$ cat src/sdrc_regs.svh
// sdrc_regs.svh: offsets, fields, reset values and timing of the
// sdram host controller; assumes a 50 MHz controller clock.
// Function
// - after read-autoprecharge wait precharge period plus burst
// - wait row-to-column delay after activate
// - first write word with write command
// - interrupting read one cycle after last word
// - release data lines before read data
// - precharge after write waits write recovery
// - mask data until the precharge edge
// - write-autoprecharge: burst-1 + recovery + precharge wait
// - program mode register at power-up
// - mode load needs two cycles
// - mode load only with all banks idle
// - reserved mode bits written as zero
// - test mode bits written 00
`ifndef SDRC_REGS_SVH
`define SDRC_REGS_SVH
`define SDRC_OFS_CMD 3'h0
`define SDRC_OFS_ADDR 3'h1
`define SDRC_OFS_MODE 3'h2
`define SDRC_OFS_WDATA 3'h3
`define SDRC_OFS_STATUS 3'h4
`define SDRC_OFS_RDATA 3'h5
`define SDRC_ST_ERR 2
`define SDRC_MODE_KEEP 14'h027f
`define SDRC_MODE_RESET 14'h0020
`define SDRC_BL_FULL 3'h7
`define SDRC_PIN_ACT 3'h3
`define SDRC_PIN_RD 3'h5
`define SDRC_PIN_WR 3'h4
`define SDRC_PIN_PRE 3'h2
`define SDRC_PIN_MODE 3'h0
`define SDRC_PIN_STOP 3'h6
`define SDRC_PIN_NOP 3'h7
`define SDRC_CLK_NS 20
`define SDRC_PRECHARGE_PERIOD_NS 20
`define SDRC_ROW_TO_COLUMN_DELAY_NS 20
`define SDRC_WRITE_RECOVERY_TIME_NS 15
`define SDRC_MODE_LOAD_CYC 2
`define SDRC_PWRUP_US 200
`endif

$ cat src/sdrc_pkg.sv
// sdrc_pkg.sv: types of the sdram host controller.
// assumes nothing beyond a SystemVerilog compiler.
package sdrc_pkg;
    typedef enum logic [2:0] {
        ST_PWRUP = 3'b000,
        ST_PRE_ALL = 3'b001,
        ST_MODE_INIT = 3'b010,
        ST_IDLE = 3'b011,
        ST_STOP = 3'b100,
        ST_GAP = 3'b101
    } sdrc_state_t;
    typedef enum logic [2:0] {
        OP_NOP = 3'b000,
        OP_ACTIVATE = 3'b001,
        OP_WRITE = 3'b010,
        OP_READ = 3'b011,
        OP_PRECHARGE = 3'b100,
        OP_MODE_LOAD = 3'b101
    } sdrc_op_t;
endpackage

$ cat src/sdrc_top.sv
// sdrc_top.sv: sdram host controller, AXI4-Lite command port.
// assumes a single-rank x16 sdram on the sdr_ pins, one clock.
//
// Design decisions made here: register access over AXI4-Lite and the address map.
`timescale 1ns/1ps
`default_nettype none
`include "sdrc_regs.svh"
module sdrc_top #(
    parameter int PWRUP_CYC = `SDRC_PWRUP_US * 1000 / `SDRC_CLK_NS
) (
    input wire logic mclk,
    input wire logic rst_n,
    input wire logic ce,
    input wire logic [31:0] s_axi_awaddr,
    input wire logic s_axi_awvalid,
    output logic s_axi_awready,
    input wire logic [31:0] s_axi_wdata,
    input wire logic [3:0] s_axi_wstrb,
    input wire logic s_axi_wvalid,
    output logic s_axi_wready,
    output logic [1:0] s_axi_bresp,
    output logic s_axi_bvalid,
    input wire logic s_axi_bready,
    input wire logic [31:0] s_axi_araddr,
    input wire logic s_axi_arvalid,
    output logic s_axi_arready,
    output logic [31:0] s_axi_rdata,
    output logic [1:0] s_axi_rresp,
    output logic s_axi_rvalid,
    input wire logic s_axi_rready,
    output logic sdr_cke,
    output logic sdr_cs_n,
    output logic sdr_ras_n,
    output logic sdr_cas_n,
    output logic sdr_we_n,
    output logic [1:0] sdr_ba,
    output logic [11:0] sdr_addr,
    output logic [1:0] sdr_dqm,
    output logic [15:0] sdr_dq_out,
    output logic sdr_dq_oe,
    input wire logic [15:0] sdr_dq_in
);
    localparam logic [15:0] TRP_CYC = 16'((`SDRC_PRECHARGE_PERIOD_NS
        + `SDRC_CLK_NS - 1) / `SDRC_CLK_NS);
    localparam logic [15:0] ROW_TO_COLUMN_DELAY_CYC = 16'((`SDRC_ROW_TO_COLUMN_DELAY_NS
        + `SDRC_CLK_NS - 1) / `SDRC_CLK_NS);
    localparam logic [15:0] TWR_CYC = 16'((`SDRC_WRITE_RECOVERY_TIME_NS
        + `SDRC_CLK_NS - 1) / `SDRC_CLK_NS);
    localparam logic [15:0] MODE_CYC = 16'(`SDRC_MODE_LOAD_CYC);

    if (PWRUP_CYC < 1 || PWRUP_CYC > 65535) begin : g_chk
        $error("PWRUP_CYC out of range");
    end

    function automatic logic [15:0] bl_cyc(input logic [2:0] c);
        case (c)
            3'h1: bl_cyc = 16'h2;
            3'h2: bl_cyc = 16'h4;
            3'h3: bl_cyc = 16'h8;
            default: bl_cyc = 16'h1;
        endcase
    endfunction

    // burst and latency codes, interleave only for 4 and 8
    function automatic logic mode_legal(input logic [13:0] m);
        logic bl_ok;
        logic lat_ok;
        bl_ok = m[2:0] inside {3'h0, 3'h1, 3'h2, 3'h3, `SDRC_BL_FULL};
        lat_ok = m[6:4] inside {3'h2, 3'h3};
        mode_legal = bl_ok && lat_ok
            && (!m[3] || m[2:0] inside {3'h2, 3'h3});
    endfunction

    // cycles from this command to the next one
    function automatic logic [15:0] gap_for(input sdrc_pkg::sdrc_op_t op,
        input logic ap, input logic [13:0] m);
        logic [15:0] bl;
        logic [15:0] precharge_period;
        logic [15:0] fp;
        bl = bl_cyc(m[2:0]);
        precharge_period = ap ? TRP_CYC : 16'h0;
        fp = {15'h0, m[2:0] == `SDRC_BL_FULL};
        case (op)
            sdrc_pkg::OP_ACTIVATE: gap_for = ROW_TO_COLUMN_DELAY_CYC;
            sdrc_pkg::OP_WRITE: gap_for = (m[9] ? 16'h0 : bl - 16'h1)
                + TWR_CYC + precharge_period + fp;
            sdrc_pkg::OP_READ: gap_for = {13'h0, m[6:4]} + 16'h3
                + bl + precharge_period + fp;
            sdrc_pkg::OP_PRECHARGE: gap_for = TRP_CYC;
            sdrc_pkg::OP_MODE_LOAD: gap_for = MODE_CYC;
            default: gap_for = 16'h1;
        endcase
    endfunction

    function automatic logic [31:0] merge(input logic [31:0] o,
        input logic [31:0] n, input logic [3:0] s);
        for (int i = 0; i < 4; i++) begin
            merge[i*8 +: 8] = s[i] ? n[i*8 +: 8] : o[i*8 +: 8];
        end
    endfunction

    logic rst_q1;
    logic rst_q2;
    always_ff @(posedge mclk or negedge rst_n) begin
        if (!rst_n) begin
            rst_q1 <= 1'b0;
            rst_q2 <= 1'b0;
        end else begin
            rst_q1 <= 1'b1;
            rst_q2 <= rst_q1;
        end
    end
    wire rst_s_n = rst_q2;

    sdrc_pkg::sdrc_state_t state;
    logic [15:0] cnt;
    logic init_done;
    logic cmd_req;
    sdrc_pkg::sdrc_op_t cmd_op;
    logic cmd_ap;
    logic [13:0] addr_reg;
    logic [13:0] mode_shadow;
    logic [13:0] dev_mode;
    logic [15:0] wdata_reg;
    logic [15:0] rdata_reg;
    logic rd_valid;
    logic err;
    logic [3:0] open_banks;
    logic [3:0] rd_cnt;
    logic [15:0] dq_s1;
    logic [15:0] dq_s2;
    logic aw_got;
    logic [2:0] aw_idx;
    logic aw_bad;
    logic w_got;
    logic [31:0] w_data;
    logic [3:0] w_strb;

    // software side
    assign s_axi_awready = ce && !aw_got && !s_axi_bvalid;
    assign s_axi_wready = ce && !w_got && !s_axi_bvalid;
    assign s_axi_arready = ce && !s_axi_rvalid;
    wire aw_hs = s_axi_awvalid && s_axi_awready;
    wire w_hs = s_axi_wvalid && s_axi_wready;
    wire ar_hs = s_axi_arvalid && s_axi_arready;
    wire wr_do = ce && aw_got && w_got && !s_axi_bvalid;
    wire wr_ok = wr_do && !aw_bad;
    wire [2:0] ar_idx = s_axi_araddr[4:2];
    wire ar_bad = s_axi_araddr[31:5] != 27'h0 || ar_idx > `SDRC_OFS_RDATA;
    wire wr_cmd = wr_ok && aw_idx == `SDRC_OFS_CMD;
    wire [31:0] w_cmd = merge(32'h0, w_data, w_strb);
    wire busy = cmd_req || state != sdrc_pkg::ST_IDLE;
    wire [31:0] status = {24'h0, open_banks, rd_valid, err, init_done, busy};
    wire [31:0] rmux =
        ar_idx == `SDRC_OFS_CMD ? {28'h0, cmd_ap, cmd_op} :
        ar_idx == `SDRC_OFS_ADDR ? {18'h0, addr_reg} :
        ar_idx == `SDRC_OFS_MODE ? {18'h0, mode_shadow} :
        ar_idx == `SDRC_OFS_WDATA ? {16'h0, wdata_reg} :
        ar_idx == `SDRC_OFS_STATUS ? status : {16'h0, rdata_reg};

    // command issue
    wire [1:0] req_bank = addr_reg[13:12];
    wire op_act = cmd_op == sdrc_pkg::OP_ACTIVATE;
    wire op_wr = cmd_op == sdrc_pkg::OP_WRITE;
    wire op_rd = cmd_op == sdrc_pkg::OP_READ;
    wire op_pre = cmd_op == sdrc_pkg::OP_PRECHARGE;
    wire op_mode = cmd_op == sdrc_pkg::OP_MODE_LOAD;
    wire full_pg = dev_mode[2:0] == `SDRC_BL_FULL;
    wire eff_ap = cmd_ap && !full_pg;
    wire bank_open = open_banks[req_bank];
    wire req_ok = op_act ? !bank_open
        : (op_wr || op_rd) ? bank_open
        : op_pre ? 1'b1
        : op_mode && open_banks == 4'h0 && mode_legal(mode_shadow);
    wire go = ce && state == sdrc_pkg::ST_IDLE && cmd_req;
    wire fire = go && req_ok;
    wire err_set = (go && !req_ok) || (wr_cmd && cmd_req);
    wire err_clr = wr_ok && aw_idx == `SDRC_OFS_STATUS
        && w_strb[0] && w_data[`SDRC_ST_ERR];
    wire cap = ce && rd_cnt == 4'h1;
    wire rd_hit = ar_hs && ar_idx == `SDRC_OFS_RDATA;
    wire [15:0] fire_gap = gap_for(cmd_op, eff_ap, dev_mode) - 16'h1;
    wire [2:0] fire_pins = op_act ? `SDRC_PIN_ACT : op_wr ? `SDRC_PIN_WR
        : op_rd ? `SDRC_PIN_RD : op_pre ? `SDRC_PIN_PRE
        : op_mode ? `SDRC_PIN_MODE : `SDRC_PIN_NOP;
    wire [11:0] fire_addr = op_mode ? mode_shadow[11:0]
        : (op_wr || op_rd) ? {1'b0, eff_ap, addr_reg[9:0]}
        : addr_reg[11:0];
    wire fire_rw = fire && (op_wr || op_rd);
    wire [3:0] bank_bit = 4'h1 << req_bank;
    wire [3:0] next_open =
        !fire ? open_banks
        : op_act ? open_banks | bank_bit
        : op_pre && addr_reg[10] ? 4'h0
        : op_pre || ((op_wr || op_rd) && eff_ap) ? open_banks & ~bank_bit
        : open_banks;

    always_ff @(posedge mclk or negedge rst_s_n) begin
        if (!rst_s_n) begin
            aw_got <= 1'b0;
            aw_idx <= 3'h0;
            aw_bad <= 1'b0;
            w_got <= 1'b0;
            w_data <= 32'h0;
            w_strb <= 4'h0;
            s_axi_bvalid <= 1'b0;
            s_axi_bresp <= 2'h0;
            s_axi_rvalid <= 1'b0;
            s_axi_rdata <= 32'h0;
            s_axi_rresp <= 2'h0;
        end else if (ce) begin
            if (aw_hs) begin
                aw_got <= 1'b1;
                aw_idx <= s_axi_awaddr[4:2];
                aw_bad <= s_axi_awaddr[31:5] != 27'h0
                    || s_axi_awaddr[4:2] > `SDRC_OFS_RDATA;
            end
            if (w_hs) begin
                w_got <= 1'b1;
                w_data <= s_axi_wdata;
                w_strb <= s_axi_wstrb;
            end
            if (wr_do) begin
                aw_got <= 1'b0;
                w_got <= 1'b0;
                s_axi_bvalid <= 1'b1;
                s_axi_bresp <= aw_bad ? 2'h2 : 2'h0;
            end else if (s_axi_bready) begin
                s_axi_bvalid <= 1'b0;
            end
            if (ar_hs) begin
                s_axi_rvalid <= 1'b1;
                s_axi_rdata <= ar_bad ? 32'h0 : rmux;
                s_axi_rresp <= ar_bad ? 2'h2 : 2'h0;
            end else if (s_axi_rready) begin
                s_axi_rvalid <= 1'b0;
            end
        end
    end

    always_ff @(posedge mclk or negedge rst_s_n) begin
        if (!rst_s_n) begin
            cmd_req <= 1'b0;
            cmd_op <= sdrc_pkg::OP_NOP;
            cmd_ap <= 1'b0;
            addr_reg <= 14'h0;
            mode_shadow <= `SDRC_MODE_RESET;
            wdata_reg <= 16'h0;
            err <= 1'b0;
            rd_valid <= 1'b0;
            rdata_reg <= 16'h0;
            dq_s1 <= 16'h0;
            dq_s2 <= 16'h0;
            rd_cnt <= 4'h0;
        end else if (ce) begin
            dq_s1 <= sdr_dq_in;
            dq_s2 <= dq_s1;
            err <= err_set || (err && !err_clr);
            rd_valid <= cap || (rd_valid && !rd_hit);
            if (cap) begin
                rdata_reg <= dq_s2;
            end
            if (fire && op_rd) begin
                rd_cnt <= {1'b0, dev_mode[6:4]} + 4'h3;
            end else if (rd_cnt != 4'h0) begin
                rd_cnt <= rd_cnt - 4'h1;
            end
            if (go) begin
                cmd_req <= 1'b0;
            end else if (wr_cmd && !cmd_req) begin
                cmd_req <= w_cmd[2:0] != 3'h0;
                cmd_op <= sdrc_pkg::sdrc_op_t'(w_cmd[2:0]);
                cmd_ap <= w_cmd[3];
            end
            if (wr_ok && aw_idx == `SDRC_OFS_ADDR) begin
                addr_reg <= 14'(merge({18'h0, addr_reg}, w_data, w_strb));
            end
            if (wr_ok && aw_idx == `SDRC_OFS_MODE) begin
                mode_shadow <= 14'(merge({18'h0, mode_shadow}, w_data,
                    w_strb)) & `SDRC_MODE_KEEP;
            end
            if (wr_ok && aw_idx == `SDRC_OFS_WDATA) begin
                wdata_reg <= 16'(merge({16'h0, wdata_reg}, w_data, w_strb));
            end
        end
    end

    wire cnt_zero = cnt == 16'h0;
    always_ff @(posedge mclk or negedge rst_s_n) begin
        if (!rst_s_n) begin
            state <= sdrc_pkg::ST_PWRUP;
            cnt <= 16'(PWRUP_CYC - 1);
            init_done <= 1'b0;
            dev_mode <= 14'h0;
            open_banks <= 4'h0;
            sdr_cke <= 1'b0;
            sdr_cs_n <= 1'b1;
            {sdr_ras_n, sdr_cas_n, sdr_we_n} <= `SDRC_PIN_NOP;
            sdr_ba <= 2'h0;
            sdr_addr <= 12'h0;
            sdr_dqm <= 2'h3;
            sdr_dq_out <= 16'h0;
            sdr_dq_oe <= 1'b0;
        end else if (ce) begin
            sdr_cke <= 1'b1;
            sdr_cs_n <= 1'b0;
            {sdr_ras_n, sdr_cas_n, sdr_we_n} <= `SDRC_PIN_NOP;
            sdr_dq_oe <= 1'b0;
            // mask stays high after writes until the next read or write command needs it low
            sdr_dqm <= (fire_rw || rd_cnt > 4'h1) ? 2'h0 : 2'h3;
            open_banks <= next_open;
            if (!cnt_zero) begin
                cnt <= cnt - 16'h1;
            end
            case (state)
                sdrc_pkg::ST_PWRUP: begin
                    if (cnt_zero) begin
                        state <= sdrc_pkg::ST_PRE_ALL;
                    end
                end
                sdrc_pkg::ST_PRE_ALL: begin
                    {sdr_ras_n, sdr_cas_n, sdr_we_n} <= `SDRC_PIN_PRE;
                    sdr_addr <= 12'h400;
                    cnt <= TRP_CYC - 16'h1;
                    state <= sdrc_pkg::ST_GAP;
                end
                sdrc_pkg::ST_MODE_INIT: begin
                    {sdr_ras_n, sdr_cas_n, sdr_we_n} <= `SDRC_PIN_MODE;
                    sdr_addr <= mode_shadow[11:0];
                    sdr_ba <= mode_shadow[13:12];
                    dev_mode <= mode_shadow;
                    init_done <= 1'b1;
                    cnt <= MODE_CYC - 16'h1;
                    state <= sdrc_pkg::ST_GAP;
                end
                sdrc_pkg::ST_IDLE: begin
                    if (fire) begin
                        {sdr_ras_n, sdr_cas_n, sdr_we_n} <= fire_pins;
                        sdr_addr <= fire_addr;
                        sdr_ba <= op_mode ? mode_shadow[13:12] : req_bank;
                        sdr_dq_out <= wdata_reg;
                        sdr_dq_oe <= op_wr;
                        cnt <= fire_gap;
                        if (op_mode) begin
                            dev_mode <= mode_shadow;
                        end
                        state <= fire_rw && full_pg ? sdrc_pkg::ST_STOP
                            : sdrc_pkg::ST_GAP;
                    end
                end
                sdrc_pkg::ST_STOP: begin
                    // full page runs forever: end it after one word
                    {sdr_ras_n, sdr_cas_n, sdr_we_n} <= `SDRC_PIN_STOP;
                    state <= sdrc_pkg::ST_GAP;
                end
                sdrc_pkg::ST_GAP: begin
                    if (cnt_zero) begin
                        state <= init_done ? sdrc_pkg::ST_IDLE
                            : sdrc_pkg::ST_MODE_INIT;
                    end
                end
                default: state <= sdrc_pkg::ST_IDLE;
            endcase
        end
    end

    // checking aid: decode the pins back to commands
    wire [2:0] pin_cmd = {sdr_ras_n, sdr_cas_n, sdr_we_n};
    wire pin_fire = ce && !sdr_cs_n && pin_cmd != `SDRC_PIN_NOP
        && pin_cmd != `SDRC_PIN_STOP;
    logic [15:0] since;
    logic [2:0] last_cmd;
    logic last_a10;
    logic [13:0] last_mode;
    always_ff @(posedge mclk or negedge rst_s_n) begin
        if (!rst_s_n) begin
            since <= 16'h0;
            last_cmd <= `SDRC_PIN_NOP;
            last_a10 <= 1'b0;
            last_mode <= 14'h0;
        end else if (ce) begin
            since <= pin_fire ? 16'h1 : since + {15'h0, since != 16'hffff};
            if (pin_fire) begin
                last_cmd <= pin_cmd;
                last_a10 <= sdr_addr[10];
                last_mode <= dev_mode;
            end
        end
    end
    // gaps are judged by the mode in force at the earlier command
    wire [15:0] lbl = last_mode[9] ? 16'h1 : bl_cyc(last_mode[2:0]);
    wire fpm = dev_mode[2:0] == `SDRC_BL_FULL;

    rdap_gap_a: assert property (@(posedge mclk) disable iff (!rst_s_n)
        pin_fire && last_cmd == `SDRC_PIN_RD && last_a10
        |-> since >= TRP_CYC + bl_cyc(last_mode[2:0]))
        else $error("read autoprecharge spacing too short");
    act_gap_a: assert property (@(posedge mclk) disable iff (!rst_s_n)
        pin_fire && last_cmd == `SDRC_PIN_ACT |-> since >= ROW_TO_COLUMN_DELAY_CYC)
        else $error("column command too soon after activate");
    wr_data_a: assert property (@(posedge mclk) disable iff (!rst_s_n)
        pin_fire && pin_cmd == `SDRC_PIN_WR
        |-> sdr_dq_oe && sdr_dqm == 2'h0 && sdr_dq_out == $past(wdata_reg))
        else $error("write data not with write command");
    dq_release_a: assert property (@(posedge mclk) disable iff (!rst_s_n)
        pin_fire && pin_cmd == `SDRC_PIN_RD |-> !sdr_dq_oe [*3])
        else $error("data lines driven around a read");
    wr_pre_a: assert property (@(posedge mclk) disable iff (!rst_s_n)
        pin_fire && pin_cmd == `SDRC_PIN_PRE && last_cmd == `SDRC_PIN_WR
        |-> since >= lbl - 16'h1 + TWR_CYC)
        else $error("precharge before write recovery");
    mask_hold_a: assert property (@(posedge mclk) disable iff (!rst_s_n)
        $past(sdr_dq_oe) && ce && !sdr_dq_oe && rd_cnt == 4'h0
        |-> sdr_dqm == 2'h3)
        else $error("data mask low after write word");
    wrap_gap_a: assert property (@(posedge mclk) disable iff (!rst_s_n)
        pin_fire && last_cmd == `SDRC_PIN_WR && last_a10
        |-> since >= lbl - 16'h1 + TWR_CYC + TRP_CYC)
        else $error("write autoprecharge spacing too short");
    mode_gap_a: assert property (@(posedge mclk) disable iff (!rst_s_n)
        pin_fire && last_cmd == `SDRC_PIN_MODE |-> since >= MODE_CYC)
        else $error("command within mode load time");
    mode_idle_a: assert property (@(posedge mclk) disable iff (!rst_s_n)
        pin_fire && pin_cmd == `SDRC_PIN_MODE && init_done
        |-> $past(open_banks) == 4'h0)
        else $error("mode load with a bank open");
    mode_word_a: assert property (@(posedge mclk) disable iff (!rst_s_n)
        pin_fire && pin_cmd == `SDRC_PIN_MODE |-> sdr_ba == 2'h0
        && sdr_addr[11:10] == 2'h0 && sdr_addr[8:7] == 2'h0)
        else $error("reserved or test mode bits set");
    mode_code_a: assert property (@(posedge mclk) disable iff (!rst_s_n)
        pin_fire && pin_cmd == `SDRC_PIN_MODE
        |-> mode_legal({sdr_ba, sdr_addr}))
        else $error("reserved mode code programmed");
    init_first_a: assert property (@(posedge mclk) disable iff (!rst_s_n)
        pin_fire && pin_cmd inside {`SDRC_PIN_RD, `SDRC_PIN_WR}
        |-> init_done && !fpm || init_done)
        else $error("access before mode programmed");

    wr_seen_c: cover property (@(posedge mclk) disable iff (!rst_s_n)
        pin_fire && pin_cmd == `SDRC_PIN_WR);
    rd_cap_c: cover property (@(posedge mclk) disable iff (!rst_s_n)
        pin_fire && pin_cmd == `SDRC_PIN_RD ##[1:12] cap);
    mode_run_c: cover property (@(posedge mclk) disable iff (!rst_s_n)
        pin_fire && pin_cmd == `SDRC_PIN_MODE && init_done);
    stop_c: cover property (@(posedge mclk) disable iff (!rst_s_n)
        ce && !sdr_cs_n && pin_cmd == `SDRC_PIN_STOP);
endmodule
`default_nettype wire

$ cat config.mk
export PLATFORM = sky130hd
export DESIGN_NAME = sdrc_top
export DESIGN_NICKNAME = d
export VERILOG_FILES = /design/src/sdrc_pkg.sv /design/src/sdrc_top.sv
export VERILOG_INCLUDE_DIRS = /design/src
export SDC_FILE = /design/constraint.sdc
export NUM_CORES = 1
export LEC_CHECK = 0
export ABC_AREA = 1
export BUFFER_PORTS_ARGS = -buffer_cell sky130_fd_sc_hd__buf_2
export CAP_MARGIN = 20
export CORE_ASPECT_RATIO = 1.75
export CORE_MARGIN = 2
export CORE_UTILIZATION = 35
export CTS_BUF_LIST = sky130_fd_sc_hd__clkbuf_8
export DETAILED_ROUTE_END_ITERATION = 8
export SLEW_MARGIN = 10
export SYNTH_ARGS = -nofsm -noshare
export SYNTH_HDL_FRONTEND = slang
export SYNTH_SLANG_ARGS = --single-unit
$ cat constraint.sdc
create_clock -name mclk -period 10.2 [get_ports mclk]
set_input_delay 3.06 -clock mclk [delete_from_list [all_inputs] [get_ports mclk]]
set_output_delay 3.06 -clock mclk [all_outputs]
set_load 0.02 [all_outputs]
After elaboration in Yosys (flattened, before gate mapping)
Cells that the tools add are included.
Widths: inputs -> output; s select.
{ "totals": {"in_bits": 124, "word_cells": 275, "out_inout_bits": 79, "ff_bits": 233} }
{ "op_classes": {"magnitude_cmp": 4, "n_shift": 1, "n_addsub": 12, "eq_ne": 35, "muxes": 66, "reduce_logical": 110, "bitwise_logic": 4} }
{ "op_table": {"columns": ["op", "count"], "rows": [
  ["$mux 16", 9],
  ["$pmux 16 s3", 2],
  ["$add 16x1->16", 4],
  ["$reduce_bool 27->1", 2],
  ["$sub 16x1->16 const B", 3],
  ["$eq 3x2->1 const B", 14],
  ["$logic_and 1x1->1", 39],
  ["$mux 12", 3],
  ["$pmux 12 s3", 1],
  ["$reduce_and 3->1", 11],
  ["$eq 3x3->1 const B", 9],
  ["$mux 3", 8],
  ["$mux 4", 6],
  ["$reduce_and 2->1", 12],
  ["$mux 1", 22],
  ["$mux 10", 2],
  ["$pmux 10 s2", 1],
  ["$eq 3x1->1 const B", 6],
  ["$reduce_bool 2->1", 9],
  ["$add 16x1->16 const B", 1],
  ["$add 4x16->16", 1],
  ["$logic_not 16->1", 1],
  ["$logic_not 1->1", 12],
  ["$logic_not 3->1", 4],
  ["27 further kinds", 50]
]} }

Longest topological paths before layout
Gate-level depths: netlist (run 1).
{ "logic_depth": {"word_depth": 14, "ltp_mapped": 21, "ltp_nobuf": 21} }

Least setup slack after synthesis (run 1)
OpenSTA, ideal clock, no wires.
{ "synth_timing": {"path_kind": "input-to-output", "from": "input port ce", "to": "output port s_axi_awready", "t_arrival_ns": 3.710, "path_slack_ns": 3.430, "path_stages": 5, "cell_sequence": "inv_2 -> buf_2 -> nor2_1 -> inv_1 -> nor2_1"} }
{ "synth_via": {"elab_chain_len": 2} }
{ "synth_rtl": {"columns": ["element", "line_no", "text"], "rows": [
  ["from (decl)", "sdrc_top.sv:13", "input wire logic ce,"],
  ["$logic_and 1x1->1 (2 in series)", "sdrc_top.sv:140", "assign s_axi_awready = ce && !aw_got && !s_axi_bvalid;"],
  ["to (decl)", "sdrc_top.sv:16", "output logic s_axi_awready,"]
]} }
No other way between the ends.

Worst setup path in the final report (run 1)
{ "layout_timing": {"from": "input port ce", "to": "output port s_axi_wready"} }
{ "layout_via": {"elab_chain_len": 2} }
{ "layout_rtl": {"columns": ["element", "line_no", "text"], "rows": [
  ["$logic_and 1x1->1 (2 in series)", "sdrc_top.sv:141", "assign s_axi_wready = ce && !w_got && !s_axi_bvalid;"],
  ["to (decl)", "sdrc_top.sv:20", "output logic s_axi_wready,"]
]} }
No other way between the ends.

==> results of run 1 <==
[worst reg2reg max path: cells and delay by family, from the launching register on]
kind | cells | cell delay, ns
AOI/OAI and AO/OA | 1 | 0.16
adders and majority gates | 4 | 1.41
buffers and inverters | 3 | 0.25
DFF | 1 | 0.46
and+or+nand+nor | 9 | 1.18
[routing by layer]
metal  GRT usage  up-vias  wire, um
li1            -     4760         -
met5           0        -        22
met3      0.0213       88      1160
met2       0.367      232     17000
met4       0.103        4      1560
met1       0.211     4528     11900
[kinds of logic (layout without fill, tap and decap cells)]
logic type | after synthesis | in the layout | synth area share
buffers and inverters | 216 | 378 | 0.0857
adder cells (fa/ha/maj) | 19 | 19 | 0.0238
XOR/XNOR | 12 | 12 | 0.00963
AO/OA/AOI/OAI | 279 | 279 | 0.140
AND/OR/NAND/NOR | 653 | 653 | 0.255
flip-flops | 211 | 211 | 0.485
other | 2 | 20 | 0.000688
[synthesized netlist by cell type, types with 4 or more instances]
cell / instances
a21oi_1: 40
a22oi_1: 8
a31oi_1: 5
buf_2: 12
buf_4: 21
buf_6: 4
clkbuf_1: 24
dfrtp_1: 197
dfstp_2: 14
ha_1: 16
inv_1: 142
inv_2: 7
nand2_1: 423
nand2_2: 4
nand3_1: 56
nand4_1: 11
nor2_1: 112
nor2_2: 6
nor2_4: 7
nor3_1: 10
nor4_1: 7
o211ai_1: 4
o21a_1: 4
o21ai_0: 185
o21ai_1: 7
o21ai_2: 9
o31ai_1: 5
or2_2: 4
xnor2_1: 5
xor2_1: 7
[cell type report]
type / count / area, um2 / share of cell area
Antenna cell: 1 / 2.50 / 0.000197
Clock inverter: 19 / 190 / 0.0150
Timing Repair Buffer: 170 / 883 / 0.0696
Tap cell: 391 / 489 / 0.0386
Inverter: 153 / 576 / 0.0454
Multi-Input combinational cell: 982 / 4750 / 0.374
Sequential cell: 211 / 5300 / 0.418
Clock buffer: 36 / 495 / 0.0391
[worst max-delay path by stage]
stage               start            end  depth (start not counted)
floorplan              ce  s_axi_awready                          5
global placement       ce   s_axi_wready                          7
detailed placement     ce   s_axi_wready                          7
CTS                    ce   s_axi_wready                          7
global route           ce   s_axi_wready                          7
finish                 ce   s_axi_wready                          7
[through the flow]
stage / instances / util / hold WS [ns] / setup WS, ns / total power, mW
after floorplan: 1409 / - / 0.331 / 3.43 / 1.80
after global placement: 1906 / 0.390 / 0.335 / 2.30 / 2.05
after detailed placement: 1906 / 0.390 / 0.336 / 2.26 / 2.07
after CTS: 1961 / 0.412 / 0.351 / 2.26 / 2.84
after global routing: 1963 / 0.413 / 0.359 / 2.12 / 3.02
final: 1963 / 0.413 / 0.349 / 2.30 / 2.83
[power groups by stage]
stage	Clock [mW]	Sequential (mW)	Combinational [mW]
floorplan	0	1.18	0.626
global placement	0	1.20	0.844
detailed placement	0	1.21	0.859
CTS	0.789	1.19	0.863
global route	0.821	1.22	0.983
finish	0.771	1.20	0.860
==> flow_summary.toml, run 1 <==
[cts]
post_cts_resized = 0
cts_max_level = 1
cts_setup_buffers = 0
cts_sinks = 211
cts_buffers = 31
hold_buffers = 0
clk_path_buf_depth = 3
cts_tree = "done"
insertion_delay_ns = 0.61
clk_pin_slew_ns = 0.06
ctsRootBufferMaster = "clkbuf_8"

[sta]
final-hold-violation-count = 0
finClkSkew_ns = 0.0165
period_share = 0.774
finalSetupViolations = 0
drv_slew = 0
fmax_ghz = 0.127
layout_min_cycle_time_ns = 7.90
rsz0062_at_grt = "no"
slew_headroom = 0.381
worst_pin_slew_ns = 0.928
timing.setup.tns_ns = 0

[routing]
first_pass_iters = 5
dr_total_vias = 9612
wl_per_cell_um = 16.1
drtIter0Drc = 664
drc = 0
ant_nets = 0
viasPerCell = 4.90
routed_wl_mm = 31.7

[synthesis]
ys_ff_latch = 211
synth_largest_area_cell = "dfrtp_1"
syn_avg_cell_area_um2 = 7.84
syn_inst = 1392
ys_async_sr_fraction = 1.00
synth_top_cell_area_share = 0.452
synth_warnings = 0
synth_ff_type = "dfrtp_1"
ys_types = 53
netlist_area_um2 = 10900
yosysSeqAreaShare = 0.485
synth-edff-count = 0
synthTopCellsByArea = "dfrtp_1 45%, nand2_1 15%, o21ai_0 8.5%"

[setup_path]
crit_path_start_kind = "primary input"
crit_required_ns = 7.14
path_cells = "buf_2 -> buf_4 -> inv_2 -> nor2_1 -> inv_1 -> nor2_1 -> buf_2"
cp.arrival_ns = 4.84
cp.buffers_inverters = 5
rrSetupSlack_ns = 6.68
cp_top_family = "buffers and inverters"
crit_fanout = 53
reg2regPathDepth = 17
endpoint_kind = "output port"
critical_path_class = "primary input to output port"
worst_path_largest_cell_delay_ns = 0.46
rr_startpoint = "dev_mode[2]"
slowest_stage = "inv_2"
r2r-end = "cnt[10]"

[finish]
area_growth_pct = 16.2
nets = 1692
final_cell_mix = "423 x nand2_1, 196 x dfrtp_1, 185 x o21ai_0"
final_common_cell = "nand2_1"
post-route-cell-area_um2 = 12700
layout-drive-gt1-share = 0.180
n_fill_cell = 3176

[floorplan]
start_util = 0.355
core_area_um2 = 30700
num_rows = 85
die_area_um2 = 32700
dieHeight_um = 238
die_w_um = 137
ios = 203

[power_and_ir_drop]
p_per_area_nw_per_um2 = 223
pwr-share-comb = 0.304
p_leak_nw = 6.39
switching_share = 0.382
p_int_mw = 1.75
vdd_drop_max_v = 0.000116
p_switching_mw = 1.08
sequentialPowerShare = 0.423
p_clk_frac = 0.273

[status]
run_status = "complete, no violations"

[run]
drv_cap = 0

[placement]
hpwl_mm = 23.7
port_buffers = 162
placement.cell_area_um2 = 12000
gp_congestion = 0.931

[min_path]
hold_path_startpoint = "rst_q1"
holdCritPathClass = "flip-flop to flip-flop"
whs_path_depth = 0
hold_path_end = "rst_q2"

[global_route]
antenna_found_initial = 3
grt_pass1_wl_mm = 49.7
gr-total-overflow = 0
first_global_vias = 9460
grt_use_total = 0.196
grt_max_degree = 75
Power figures use the tool's default switching activity.
==> run 2: changes to the inputs <==
Clock period 10.2 ns to 6.36 ns, I/O delays scaled along.
==> run 2 against run 1 <==
  * Final area rose by 0.81%
  * Sequential share of layout area is 0.34 points lower
  * Largest power group unchanged
  * Combinational power grew 62%
==> flow_summary.toml, run 2 (same netlist as run 1, synthesis figures left out) <==
[routing]
dr_total_vias = 9657
ant_nets = 0
drtIter0Drc = 604
wl_per_cell_um = 16.3
viasPerCell = 4.90
first_pass_iters = 5
routed_wl_mm = 32.2
drc = 0

[finish]
nets = 1696
regArea_um2 = 5300
final_common_cell = "nand2_1"
final_cell_mix = "423 x nand2_1, 196 x dfrtp_1, 185 x o21ai_0"
n_fill_cell = 3163
multi_input_area_um2 = 4750
area_growth_pct = 17.1
layout-drive-gt1-share = 0.183

[sta]
rsz0062_at_grt = "no"
worst_pin_slew_ns = 0.898
drv_slew = 0
timing.setup.tns_ns = 0
period_share = 0.751
final-hold-violation-count = 0
fmax_ghz = 0.209
fin_hold_ws_ns = 0.257
finalSetupViolations = 0
layout_min_cycle_time_ns = 4.78
finClkSkew_ns = 0.0415
slew_headroom = 0.399

[global_route]
grt_use_total = 0.201
grt_max_degree = 128
first_global_vias = 9750
antenna_found_initial = 1
gr-total-overflow = 0
grt_pass1_wl_mm = 51.1

[power_and_ir_drop]
p_int_mw = 2.86
p_switching_mw = 1.76
sequentialPowerShare = 0.415
pwr-share-comb = 0.300
p_per_area_nw_per_um2 = 361
vdd_drop_max_v = 0.000160
switching_share = 0.381
p_leak_nw = 6.45
p_clk_frac = 0.285

[placement]
port_buffers = 162
hpwl_mm = 24.1
gp_congestion = 0.919

[cts]
clk_pin_slew_ns = 0.07
insertion_delay_ns = 0.57
ctsRootBufferMaster = "clkbuf_8"
post_cts_resized = 0
cts_setup_buffers = 0
cts_tree = "done"
cts_sinks = 211
hold_buffers = 0
cts_max_level = 2
cts_buffers = 35
clk_path_buf_depth = 3

[setup_path]
critical_path_class = "primary input to output port"
cp_top_family = "buffers and inverters"
rrSetupSlack_ns = 2.84
crit_fanout = 37
path_cells = "buf_2 -> inv_2 -> buf_4 -> nor2_1 -> buf_2"
crit_required_ns = 4.45
worst_path_largest_cell_delay_ns = 0.42
cp.arrival_ns = 2.87
cp_common_cell = "buf_2"
slowest_stage = "buf_4"
crit_path_start_kind = "primary input"
endpoint_kind = "output port"
cp.buffers_inverters = 4

[status]
run_status = "complete, no violations"

[floorplan]
dieHeight_um = 238
ios = 203
start_util = 0.355
die_area_um2 = 32700
core_area_um2 = 30700
die_w_um = 137
num_rows = 85

[run]
drv_cap = 0

[min_path]
holdCritPathClass = "flip-flop to asynchronous set/reset pin"
[run 2: routing by layer]
layer / part of all wire / global-route usage / up-vias
met5: 0 / 0 / -
met2: 0.52 / 0.363 / 264
li1: - / - / 4782
met1: 0.37 / 0.221 / 4517
met3: 0.042 / 0.0228 / 94
met4: 0.061 / 0.120 / 0
[run 2: power groups by stage]
stage | Clock [mW] | Sequential, mW | Combinational, mW
final | 1.32 | 1.92 | 1.39
after global routing | 1.40 | 1.96 | 1.59
after CTS | 1.35 | 1.92 | 1.39
after detailed placement | 0 | 1.94 | 1.38
after global placement | 0 | 1.94 | 1.35
after floorplan | 0 | 1.89 | 1.00
[run 2: metrics by stage]
stage	power [mW]	cells	setup WS, ns	cell area, um2	utilization
2_1_floorplan	2.89	1409	0.0692	11000	-
3_3_place_gp	3.29	1906	1.57	12000	0.390
3_5_place_dp	3.32	1906	1.56	12000	0.390
4_1_cts	4.66	1968	1.56	12800	0.415
5_1_grt	4.95	1970	1.53	12800	0.416
6_report	4.62	1970	1.58	12800	0.416
[run 2: worst paths after layout]
kind	cells after the start	from	endpoint
worst max-delay path	5	ce	s_axi_arready
worst min-delay path	0	rst_q2	aw_idx[2]
worst max register to register	17	dev_mode[2]	cnt[8]
worst min register to register	0	rst_q2	aw_idx[2]
max in group asynchronous	1	rst_q2	s_axi_rresp[1]
min in group mclk	0	rst_q1	rst_q2
[run 2: worst register-to-register path: cells and delay by family, from the launching register on]
| family | cells | cell delay, ns |
|---|---|---|
| compound gates | 1 | 0.16 |
| fa+ha+maj | 4 | 1.43 |
| buf+inv | 3 | 0.25 |
| flops | 1 | 0.45 |
| simple gates | 9 | 1.14 |
[run 2: cell type report]
| cell class | count | area share |
|---|---|---|
| Sequential cell | 211 | 0.415 |
| Multi-Input combinational cell | 982 | 0.371 |
| Timing Repair Buffer | 170 | 0.0707 |
| Clock buffer | 46 | 0.0495 |
| Inverter | 153 | 0.0450 |
| Tap cell | 391 | 0.0383 |
| Clock inverter | 16 | 0.0106 |
| Antenna cell | 1 | 0.000196 |
==> run 3: changes to the inputs <==
Clock period 6.36 ns to 4.9 ns, I/O delays scaled along.
==> run 3 against run 2 <==
  * Hold slack improved by 0.031 ns
  * Sequential power increased by 30%
  * Highest routed layer is now met5
  * Clock skew decreased by 0.027 ns
  * Register-to-register slack got worse by 1.5 ns
  * Clock-buffer cell count decreased by 9
==> flow_summary.toml, run 3 (same netlist as run 1, synthesis figures left out) <==
[status]
run_status = "complete, no violations"

[cts]
cts_setup_buffers = 0
insertion_delay_ns = 0.60
clk_path_buf_depth = 3
clk_pin_slew_ns = 0.07
cts_max_level = 1
post_cts_resized = 0
hold_buffers = 0
cts_sinks = 211
ctsRootBufferMaster = "clkbuf_8"
cts_tree = "done"
cts_buffers = 31

[floorplan]
dieHeight_um = 238
die_w_um = 137
start_util = 0.355
num_rows = 85
die_area_um2 = 32700
core_area_um2 = 30700
ios = 203

[placement]
placement.cell_area_um2 = 12000
gp_congestion = 0.927
hpwl_mm = 24.1
port_buffers = 162
pre_cts_slack_ns = 1.03

[routing]
drc = 0
wl_per_cell_um = 16.1
ant_nets = 0
first_pass_iters = 5
dr_total_vias = 9580
drtIter0Drc = 659
routed_wl_mm = 31.7
viasPerCell = 4.88

[setup_path]
path_cells = "buf_2 -> inv_2 -> nor2_1 -> inv_1 -> nor2_1 -> buf_2"
crit_fanout = 5
cp_top_family = "buffers and inverters"
cp.buffers_inverters = 4
reg2regPathDepth = 17
slowest_stage = "buf_2"
rrSetupSlack_ns = 1.34
crit_required_ns = 3.43
crit_path_start_kind = "primary input"
endpoint_kind = "output port"
rr_startpoint = "dev_mode[2]"
cp.arrival_ns = 2.35
r2r-end = "cnt[10]"
critical_path_class = "primary input to output port"
worst_path_largest_cell_delay_ns = 0.20

[finish]
nets = 1694
post-route-cell-area_um2 = 12700
area_growth_pct = 15.9
layout-drive-gt1-share = 0.181
final_cell_mix = "423 x nand2_1, 196 x dfrtp_1, 185 x o21ai_0"
final_common_cell = "nand2_1"

[global_route]
grt_max_degree = 116
grt_pass1_wl_mm = 50.0
gr-total-overflow = 0
first_global_vias = 9619
antenna_found_initial = 2
grt_use_total = 0.197

[power_and_ir_drop]
total_power_mw = 5.79
sequentialPowerShare = 0.430
p_clk_frac = 0.260
vdd_drop_max_v = 0.000181
p_switching_mw = 2.24
pwr-share-comb = 0.310
p_int_mw = 3.55
switching_share = 0.387
p_leak_nw = 6.39
p_per_area_nw_per_um2 = 457

[run]
drv_cap = 0

[sta]
final-hold-violation-count = 0
finalSetupViolations = 0
drv_slew = 0
period_share = 0.780
layout_min_cycle_time_ns = 3.82
finClkSkew_ns = 0.0142
rsz0062_at_grt = "no"
fmax_ghz = 0.262
timing.setup.tns_ns = 0
worst_pin_slew_ns = 0.982
setup_slack_ns = 1.08
slew_headroom = 0.343

[min_path]
holdCritPathClass = "flip-flop to asynchronous set/reset pin"
[run 3: cell types whose count changed in the layout (fill, tap and decap cells not counted), sizes merged]
cell / previous run / this run
buf: 170 / 172
clkinv: 7 / 12
inv: 160 / 157
clkbuf: 46 / 37
[run 3: power by group through the flow]
stage	Sequential (mW)	Combinational (mW)	Clock, mW
global placement	2.51	1.76	0
CTS	2.49	1.81	1.55
global route	2.54	2.05	1.61
floorplan	2.45	1.30	0
finish	2.49	1.79	1.50
detailed placement	2.52	1.80	0
[run 3: final cells by class]
class	instances	area, um2
multi-input cells	982	4750
clock buffers	37	509
well taps	391	489
inverters	153	576
clock inverters	18	134
flip-flops and latches	211	5300
fillers	3137	18100
diodes	1	2.50
repair buffers	172	898
[run 3: how the worst max path moves through the flow]
stage | start | depth (start not counted) | end
final | ce | 6 | s_axi_wready
after global routing | ce | 6 | s_axi_wready
after CTS | ce | 6 | s_axi_wready
after detailed placement | ce | 12 | s_axi_rdata[7]
after global placement | ce | 12 | s_axi_rdata[7]
after floorplan | ce | 5 | s_axi_awready
[run 3: routing by layer]
| layer | vias to the layer above | GRT usage | share of wire |
|---|---|---|---|
| li1 | 4757 | - | - |
| met1 | 4497 | 0.213 | 0.37 |
| met2 | 231 | 0.371 | 0.54 |
| met3 | 93 | 0.0203 | 0.037 |
| met4 | 2 | 0.0972 | 0.050 |
| met5 | - | 0 | 0.00041 |
[run 3: per-stage QoR]
stage | util | cells | hold slack [ns]
floorplan | - | 1409 | 0.331
global placement | 0.391 | 1909 | 0.307
detailed placement | 0.391 | 1909 | 0.314
CTS | 0.412 | 1964 | 0.316
global route | 0.412 | 1965 | 0.344
finish | 0.412 | 1965 | 0.288
